--- src/t16w_map.svh ---
// Constants of the 16-bit timer waveform generator
`ifndef T16W_MAP_SVH
`define T16W_MAP_SVH
// ****************************************
// Counter limits
// ****************************************
`define T16W_MAX 16'hffff
`define T16W_BOTTOM 16'h0000
`define T16W_TOP8 16'h00ff
`define T16W_TOP9 16'h01ff
`define T16W_TOP10 16'h03ff
// ****************************************
// Output mode codes
// ****************************************
`define T16W_COM_OFF 2'h0
`define T16W_COM_TOGGLE 2'h1
`define T16W_COM_NONINV 2'h2
`define T16W_COM_INV 2'h3
// ****************************************
// Prescaler masks (divisor minus one)
// ****************************************
`define T16W_PRE_W 10
`define T16W_DIV8_MASK 10'h007
`define T16W_DIV64_MASK 10'h03f
`define T16W_DIV256_MASK 10'h0ff
`define T16W_DIV1024_MASK 10'h3ff
`define T16W_DIV1_MASK 10'h000
`endif

--- src/t16w_pkg.sv ---
// Types shared by the 16-bit timer waveform generator
package t16w_pkg;
   // ****************************************
   // Waveform modes that are implemented
   // ****************************************
   typedef enum logic [3:0] {
      T16W_NORMAL = 4'b0000,
      T16W_CTC_A = 4'b0100,
      T16W_FPWM8 = 4'b0101,
      T16W_FPWM9 = 4'b0110,
      T16W_FPWM10 = 4'b0111,
      T16W_CTC_CAP = 4'b1100,
      T16W_FPWM_CAP = 4'b1110,
      T16W_FPWM_A = 4'b1111
   } t16w_mode_t;
   // ****************************************
   // Prescaler selections
   // ****************************************
   typedef enum logic [2:0] {
      T16W_STOP = 3'b000,
      T16W_DIV1 = 3'b001,
      T16W_DIV8 = 3'b010,
      T16W_DIV64 = 3'b011,
      T16W_DIV256 = 3'b100,
      T16W_DIV1024 = 3'b101
   } t16w_pre_t;
   // Source of TOP
   typedef enum logic [1:0] {
      T16W_TOP_MAX = 2'b00,
      T16W_TOP_FIXED = 2'b01,
      T16W_TOP_CMPA = 2'b10,
      T16W_TOP_CAP = 2'b11
   } t16w_top_t;
   // Decoded mode properties
   typedef struct packed {
      logic pwm;
      t16w_top_t top_src;
      logic [15:0] fixed_top;
   } t16w_dec_t;
   // A 16-bit register write strobe with its data
   typedef struct packed {
      logic strobe;
      logic [15:0] data;
   } t16w_wr_t;
   // Sticky event flags
   typedef struct packed {
      logic overflow;
      logic capture;
      logic [1:0] match;
   } t16w_flags_t;
endpackage

--- src/t16w_timer.sv ---
// Counter, prescaler, compare channels and waveform outputs of the 16-bit timer
`timescale 1ns/1ps
`include "t16w_map.svh"
module t16w_timer #(
   parameter int CHANNELS = 2
) (
   // Clock and reset
   input wire logic clk_in,
   input wire logic rst_in,
   // Configuration
   input wire logic [3:0] waveform_mode_select_in,
   input wire logic [2:0] clock_select_in,
   input wire logic [CHANNELS-1:0][1:0] compare_output_mode_in,
   input wire logic [CHANNELS-1:0] pin_direction_in,
   // Register writes
   input wire t16w_pkg::t16w_wr_t counter_wr_in,
   input wire t16w_pkg::t16w_wr_t capture_wr_in,
   input wire t16w_pkg::t16w_wr_t [CHANNELS-1:0] compare_wr_in,
   input wire logic [CHANNELS-1:0] force_compare_strobe_in,
   // Flag clears (servicing or software)
   input wire t16w_pkg::t16w_flags_t flag_clear_in,
   // Register views
   output logic [15:0] counter_value_out,
   output logic [15:0] capture_value_out,
   output logic [CHANNELS-1:0][15:0] compare_value_out,
   output t16w_pkg::t16w_flags_t flags_out,
   // Waveform and pins
   output logic [CHANNELS-1:0] compare_output_bit_out,
   output logic [CHANNELS-1:0] pin_level_out,
   output logic [CHANNELS-1:0] pin_oe_out
);
   // ****************************************
   // Decoding functions
   // ****************************************
   // Modes not listed fall back to plain up counting
   function automatic t16w_pkg::t16w_dec_t mode_decode(input logic [3:0] m);
      t16w_pkg::t16w_dec_t d;
      d.pwm = 1'b0;
      d.top_src = t16w_pkg::T16W_TOP_MAX;
      d.fixed_top = `T16W_MAX;
      case (t16w_pkg::t16w_mode_t'(m))
         t16w_pkg::T16W_CTC_A: begin
            d.top_src = t16w_pkg::T16W_TOP_CMPA;
         end
         t16w_pkg::T16W_CTC_CAP: begin
            d.top_src = t16w_pkg::T16W_TOP_CAP;
         end
         t16w_pkg::T16W_FPWM8: begin
            d.pwm = 1'b1;
            d.top_src = t16w_pkg::T16W_TOP_FIXED;
            d.fixed_top = `T16W_TOP8;
         end
         t16w_pkg::T16W_FPWM9: begin
            d.pwm = 1'b1;
            d.top_src = t16w_pkg::T16W_TOP_FIXED;
            d.fixed_top = `T16W_TOP9;
         end
         t16w_pkg::T16W_FPWM10: begin
            d.pwm = 1'b1;
            d.top_src = t16w_pkg::T16W_TOP_FIXED;
            d.fixed_top = `T16W_TOP10;
         end
         t16w_pkg::T16W_FPWM_CAP: begin
            d.pwm = 1'b1;
            d.top_src = t16w_pkg::T16W_TOP_CAP;
         end
         t16w_pkg::T16W_FPWM_A: begin
            d.pwm = 1'b1;
            d.top_src = t16w_pkg::T16W_TOP_CMPA;
         end
         default: begin
            d.pwm = 1'b0;
         end
      endcase
      return d;
   endfunction

   // Bit mask of a written compare value
   function automatic logic [15:0] write_mask(input t16w_pkg::t16w_dec_t d);
      if (d.top_src == t16w_pkg::T16W_TOP_FIXED) begin
         return d.fixed_top;
      end
      return `T16W_MAX;
   endfunction

   // ****************************************
   // Decoded mode
   // ****************************************
   t16w_pkg::t16w_dec_t dec;
   logic [15:0] wmask;
   assign dec = mode_decode(waveform_mode_select_in);
   assign wmask = write_mask(dec);

   // ****************************************
   // Prescaler
   // ****************************************
   logic [`T16W_PRE_W-1:0] pre_ff;
   logic [`T16W_PRE_W-1:0] pre_mask;
   logic pre_run;
   logic tick;

   // Divider selection; divisors are powers of two so a mask suffices
   always_comb begin
      pre_run = 1'b1;
      pre_mask = `T16W_DIV1_MASK;
      case (t16w_pkg::t16w_pre_t'(clock_select_in))
         t16w_pkg::T16W_DIV1: pre_mask = `T16W_DIV1_MASK;
         t16w_pkg::T16W_DIV8: pre_mask = `T16W_DIV8_MASK;
         t16w_pkg::T16W_DIV64: pre_mask = `T16W_DIV64_MASK;
         t16w_pkg::T16W_DIV256: pre_mask = `T16W_DIV256_MASK;
         t16w_pkg::T16W_DIV1024: pre_mask = `T16W_DIV1024_MASK;
         default: pre_run = 1'b0;
      endcase
   end

   // Free-running prescale count shared by all divisors
   // Limitation: a divider change mid-count can shorten the first period
   always_ff @(posedge clk_in) begin
      if (rst_in) begin
         pre_ff <= '0;
      end else begin
         pre_ff <= pre_ff + 1'b1;
      end
   end

   assign tick = pre_run && ((pre_ff & pre_mask) == pre_mask);

   // ****************************************
   // Counter and TOP
   // ****************************************
   logic [15:0] cnt_ff;
   logic [15:0] cap_ff;
   logic block_ff;
   logic [15:0] top_value;
   logic [15:0] nxt_cnt;
   logic top_hit;
   logic [CHANNELS-1:0][15:0] ocr_ff;

   // TOP source; channel A active value is the post-buffer one
   always_comb begin
      case (dec.top_src)
         t16w_pkg::T16W_TOP_FIXED: top_value = dec.fixed_top;
         t16w_pkg::T16W_TOP_CMPA: top_value = ocr_ff[0];
         t16w_pkg::T16W_TOP_CAP: top_value = cap_ff;
         default: top_value = `T16W_MAX;
      endcase
   end

   // Equality only, so a TOP written below the count is missed until wrap
   assign top_hit = (dec.top_src != t16w_pkg::T16W_TOP_MAX) && !block_ff &&
      (cnt_ff == top_value);

   // Next count: clear at TOP, else increment with natural 16-bit wrap
   always_comb begin
      if (top_hit) begin
         nxt_cnt = `T16W_BOTTOM;
      end else begin
         nxt_cnt = cnt_ff + 16'h0001;
      end
   end

   // Software write always wins over counting
   always_ff @(posedge clk_in) begin
      if (rst_in) begin
         cnt_ff <= `T16W_BOTTOM;
      end else if (counter_wr_in.strobe) begin
         cnt_ff <= counter_wr_in.data;
      end else if (tick) begin
         cnt_ff <= nxt_cnt;
      end
   end

   // A counter write hides matches for the next timer cycle, even stopped
   // Lets software preset count and compare equal with no spurious event
   always_ff @(posedge clk_in) begin
      if (rst_in) begin
         block_ff <= 1'b0;
      end else if (counter_wr_in.strobe) begin
         block_ff <= 1'b1;
      end else if (tick) begin
         block_ff <= 1'b0;
      end
   end

   // Capture value, never buffered
   always_ff @(posedge clk_in) begin
      if (rst_in) begin
         cap_ff <= `T16W_BOTTOM;
      end else if (capture_wr_in.strobe) begin
         cap_ff <= capture_wr_in.data;
      end
   end

   // ****************************************
   // Overflow and capture flags
   // ****************************************
   logic ovf_set;
   logic cap_set;
   logic ovf_ff;
   logic capf_ff;

   // PWM overflows at TOP; others at the MAX to zero roll
   assign ovf_set = tick && (dec.pwm ? top_hit :
      (!top_hit && cnt_ff == `T16W_MAX));
   assign cap_set = tick && top_hit &&
      (dec.top_src == t16w_pkg::T16W_TOP_CAP);

   // Set beats clear in the same cycle so no event is lost
   always_ff @(posedge clk_in) begin
      if (rst_in) begin
         ovf_ff <= 1'b0;
      end else begin
         ovf_ff <= ovf_set || (ovf_ff && !flag_clear_in.overflow);
      end
   end

   always_ff @(posedge clk_in) begin
      if (rst_in) begin
         capf_ff <= 1'b0;
      end else begin
         capf_ff <= cap_set || (capf_ff && !flag_clear_in.capture);
      end
   end

   // ****************************************
   // Compare channels
   // ****************************************
   logic [CHANNELS-1:0] mflag_ff;
   logic [CHANNELS-1:0] oc_ff;
   logic [CHANNELS-1:0] pin_ff;
   logic [CHANNELS-1:0] oe_ff;

   genvar gi;
   generate
      for (gi = 0; gi < CHANNELS; gi++) begin : g_ch
         logic [15:0] buf_ff;
         logic [15:0] wdata;
         logic match;
         logic nxt_oc;
         logic [1:0] com;

         assign com = compare_output_mode_in[gi];
         assign wdata = compare_wr_in[gi].data & wmask;
         assign match = tick && !block_ff && (cnt_ff == ocr_ff[gi]);

         // Buffer always follows writes
         always_ff @(posedge clk_in) begin
            if (rst_in) begin
               buf_ff <= `T16W_BOTTOM;
            end else if (compare_wr_in[gi].strobe) begin
               buf_ff <= wdata;
            end
         end

         // Direct write outside PWM; copy from buffer at TOP in PWM
         always_ff @(posedge clk_in) begin
            if (rst_in) begin
               ocr_ff[gi] <= `T16W_BOTTOM;
            end else if (!dec.pwm && compare_wr_in[gi].strobe) begin
               ocr_ff[gi] <= wdata;
            end else if (dec.pwm && tick && top_hit) begin
               ocr_ff[gi] <= buf_ff;
            end
         end

         // Flag rises on the tick that leaves the matching count
         always_ff @(posedge clk_in) begin
            if (rst_in) begin
               mflag_ff[gi] <= 1'b0;
            end else begin
               mflag_ff[gi] <= match ||
                  (mflag_ff[gi] && !flag_clear_in.match[gi]);
            end
         end

         // Output action; match is applied last so compare equal to TOP holds level
         always_comb begin
            nxt_oc = oc_ff[gi];
            if (dec.pwm) begin
               if (tick && top_hit) begin
                  if (com == `T16W_COM_NONINV) begin
                     nxt_oc = 1'b0;
                  end else if (com == `T16W_COM_INV) begin
                     nxt_oc = 1'b1;
                  end
               end
               if (match) begin
                  if (com == `T16W_COM_NONINV) begin
                     nxt_oc = 1'b1;
                  end else if (com == `T16W_COM_INV) begin
                     nxt_oc = 1'b0;
                  end else if (com == `T16W_COM_TOGGLE && gi == 0 &&
                     dec.top_src == t16w_pkg::T16W_TOP_CMPA) begin
                     nxt_oc = !oc_ff[gi];
                  end
               end
            end else if (match || force_compare_strobe_in[gi]) begin
               case (com)
                  `T16W_COM_TOGGLE: nxt_oc = !oc_ff[gi];
                  `T16W_COM_NONINV: nxt_oc = 1'b0;
                  `T16W_COM_INV: nxt_oc = 1'b1;
                  default: nxt_oc = oc_ff[gi];
               endcase
            end
         end

         // Internal output bit, cleared by reset or by the output action
         // It keeps its value across waveform mode changes
         always_ff @(posedge clk_in) begin
            if (rst_in) begin
               oc_ff[gi] <= 1'b0;
            end else begin
               oc_ff[gi] <= nxt_oc;
            end
         end

         // Pin override needs a nonzero mode and output direction
         always_ff @(posedge clk_in) begin
            if (rst_in) begin
               pin_ff[gi] <= 1'b0;
               oe_ff[gi] <= 1'b0;
            end else begin
               pin_ff[gi] <= nxt_oc && pin_direction_in[gi];
               oe_ff[gi] <= pin_direction_in[gi] && (com != `T16W_COM_OFF);
            end
         end
      end
   endgenerate

   // ****************************************
   // Outputs
   // ****************************************
   // Ports come straight from registers, so they cannot glitch
   assign counter_value_out = cnt_ff;
   assign capture_value_out = cap_ff;
   assign compare_value_out = ocr_ff;
   assign flags_out.overflow = ovf_ff;
   assign flags_out.capture = capf_ff;
   assign flags_out.match = mflag_ff;
   assign compare_output_bit_out = oc_ff;
   assign pin_level_out = pin_ff;
   assign pin_oe_out = oe_ff;
endmodule // t16w_timer

--- config.mk ---
export PLATFORM = sky130hd
export DESIGN_NAME = t16w_timer
export DESIGN_NICKNAME = d
export VERILOG_FILES = /design/src/t16w_pkg.sv /design/src/t16w_timer.sv
export VERILOG_INCLUDE_DIRS = /design/src
export SDC_FILE = /design/constraint.sdc
export NUM_CORES = 1
export LEC_CHECK = 0
export ABC_AREA = 1
export ABC_CLOCK_PERIOD_IN_PS = 2300
export BUFFER_PORTS_ARGS = -buffer_cell sky130_fd_sc_hd__buf_2
export CAP_MARGIN = 25
export CORE_AREA = 5 5 129 131
export CTS_CLUSTER_SIZE = 20
export DETAILED_ROUTE_END_ITERATION = 8
export DIE_AREA = 0 0 134 136
export GPL_ROUTABILITY_DRIVEN = 0
export PLACE_DENSITY = 0.8
export SLEW_MARGIN = 10
export SYNTH_ARGS = -nofsm -noshare
export SYNTH_HDL_FRONTEND = slang
export SYNTH_SLANG_ARGS = --single-unit
--- constraint.sdc ---
create_clock -name clk_in -period 2.3 [get_ports clk_in]
set_input_delay 0.46 -clock clk_in [delete_from_list [all_inputs] [get_ports clk_in]]
set_output_delay 0.46 -clock clk_in [all_outputs]
set_load 0.02 [all_outputs]
==> run metrics <==
Placement Cell Area=7980 µm²; Setup Skew=0.006261 ns; switching part of the total=0.2965; Inserted Clock Buffers=17; total wire length=21.98 mm; Routed wire per std cell=15.48 µm; Skew-Pair Late Insertion Delay=0.42 ns; Critical Path Fanout Max=7; Layout Utilization=0.5621; Core Box Area=15480 µm²; commonest non-fill, non-tap cell in the layout=nand2_1; ant diodes=0; commonest non-fill, non-tap cells in the layout=nand2_1, buf_2, nor2_1; IO Count=163; total of max-cap violations=0; via density per instance=5.261; Post-DRT Antenna Nets=0; Mean Syn Cell Area=6.445 µm²; GRT Total Usage=0.2326; Final Setup Violations=0; Slew Limit Fails=0; gr ovfl total=0; initial DRC count=686; combinational fraction of design power=0.196; Sw Pwr=0.001813 W; root buf cell=clkbuf_16; Detail Placement HPWL=16.60 mm; placed cells=1382; final std cells w/o fill=1420; Final period util=0.9352; Die X=134 µm; Post-Syn Area=6484 µm²; HP Class=in -> reg; drt drc=0; clock sink total=117; WP data required=2.66 ns; pre-CTS setup slack=-0.3588 ns; flip-flop and latch count after synthesis=117; design area=8703 µm²; Final WS setup=0.1491 ns; met3 GRT Util=0.06292; reg-to-reg setup timing slack=0.16 ns; GR peak layer=met2; Startpoint Class=input port; drt first pass iters=5; Worst-Margin Slew=0.6161 ns; nets@finish=1306; crit path DAT=2.51 ns; # rows=46; Pleak=4.191 nW; Crit Path Category=in -> reg; initial antenna violation count=0; post-route minimum period=2.151 ns; via count=7470; synthesis warning total=0; die area=18220 µm²; layout cells sized above 1=0.2752; CTS tree=built; I/O Buffers=162; final hold vios=0; status=completed; post-synthesis sequential area ratio=0.3613; Mapped Nets=1097; chip height=136 µm; Clk pwr share=0.429; vias in the first global route=6729; M1 GR Usage=0.2863; pwr dens=702.5 nW/µm²; cts hold-fix bufs=0; Hold Slack=0.2565 ns; Internal Pwr Total=0.004301 W; CTS clock-pin slew for the worst setup and hold paths=0.06 ns; crit end category=flop; clock tree buffer depth=2; met2 GRT Util=0.3815; CTS H-tree lvls=4; global-route wire length before repair=33.72 mm; Max VDD drop=0.0005832 V; Slew headroom=0.5888; post-synth cell types=43; Initial Util=0.4188; Reg power frac=0.376; achievable frequency=0.4649 GHz; largest net degree at the start of global routing=43; area delta synth->final=34.23%; # fillers=1476; Mapped Cells=1006
-- cells in the mapped netlist, drive strengths merged --
master	count	area [µm²]
inv	99	371.6
o21ai	104	524.3
o211ai	6	45.04
nand4	16	115.1
a31oi	11	75.07
o22ai	1	6.260
a211oi	6	45.04
nand3	59	305.3
and2	1	6.260
xnor2	16	140.1
buf	14	100.1
a22oi	1	7.510
nand3b	2	15.01
nor2	157	638.1
dfxtp	117	2342
ha	2	25.02
nor4	1	6.260
clkinv	3	11.26
nor3	12	60.06
or2	9	56.30
nand2	230	888.3
mux2i	1	10.01
nor3b	1	7.510
xor2	8	70.07
clkbuf	38	142.6
o31ai	3	22.52
o21a	2	15.01
a21oi	85	425.4
and3	1	6.260
-- power by group through the flow --
stage | clock (W) | combinational [W] | sequential [W]
after floorplan | 0 | 0.000641 | 0.00240
after global placement | 0 | 0.00113 | 0.00233
after detailed placement | 0 | 0.00115 | 0.00233
after CTS | 0.00264 | 0.00116 | 0.00229
after global routing | 0.00273 | 0.00132 | 0.00231
final | 0.00262 | 0.00120 | 0.00230
-- metrics by stage --
step	setup TNS (ns)	total power, W
6_report	0	0.006114
5_1_grt	-0.02547	0.006357
4_1_cts	0	0.006096
3_5_place_dp	-15.93	0.003484
3_3_place_gp	-13.43	0.003461
2_1_floorplan	-0.008585	0.003036
-- metal layers --
layer / up-vias / wire length (µm)
met4: 0 / 790
li1: 3688 / -
met5: - / 0
met3: 66 / 2184
met1: 3359 / 8823
met2: 357 / 10180
-- sequential cells by signal, summed over array words and instances, names as in the netlist, 2 cells and up --
name and count:
pre_ff 10, g_ch.buf_ff 32, pin_level_out 2, compare_output_bit_out 2
pin_oe_out 2, capture_value_out 16, flags_out 2, counter_value_out 16
compare_value_out 32
-- critical path: stages --
cell and delay (ns):
buf_8 0.11, buf_4 0.12, nand3_4 0.12, buf_6 0.16, buf_4 0.14, nand3_1 0.08
nand2_1 0.07, nand2_1 0.08, nand2_1 0.06, nor2_1 0.11, nand2_1 0.08, inv_1 0.06
nand2_1 0.07, nor2_4 0.12, nand4_4 0.17, nand2_4 0.19, buf_12 0.12, o21ai_0 0.06
nor2_1 0.11
-- final timing paths --
check / endpoint / depth (start not counted) / start
worst max register to register: counter_value_out[12]$_SDFFE_PP0P_ / 13 / counter_value_out[0]$_SDFFE_PP0P_
worst max-delay path: compare_value_out[21]$_SDFFE_PP0P_ / 19 / waveform_mode_select_in[3]
worst min-delay path: capture_value_out[10]$_SDFFE_PP0P_ / 3 / capture_wr_in[10]
worst min register to register: pre_ff[0]$_SDFF_PP0_ / 1 / pre_ff[0]$_SDFF_PP0_
-- kinds of logic after synthesis --
group                    after synthesis  share of synthesized area
AO/OA/AOI/OAI                        219                     0.1799
adder cells (fa/ha/maj)                2                   0.003859
multiplexers                           1                   0.001544
AND/OR/NAND/NOR                      489                     0.3246
flip-flops                           117                     0.3613
buffers and inverters                154                    0.09649
XOR/XNOR                              24                    0.03242
-- timing repair --
action / in CTS / in global routing
hold endpoints to repair: 0 / 0
endpoints found under the setup margin: 0 / 52
buffers inserted: 0 / 5
gates resized for setup: 0 / 36
-- final cells by class --
cell class,count,area (µm²),share of cell area
Clock buffer,23,478.0,0.05492
Clock inverter,9,101.3,0.01164
Inverter,102,397.9,0.04572
Multi-Input combinational cell,736,3654,0.4198
Sequential cell,117,2346,0.2696
Tap cell,192,240.2,0.02760
Timing Repair Buffer,241,1486,0.1708
Power figures use the tool's default switching activity.
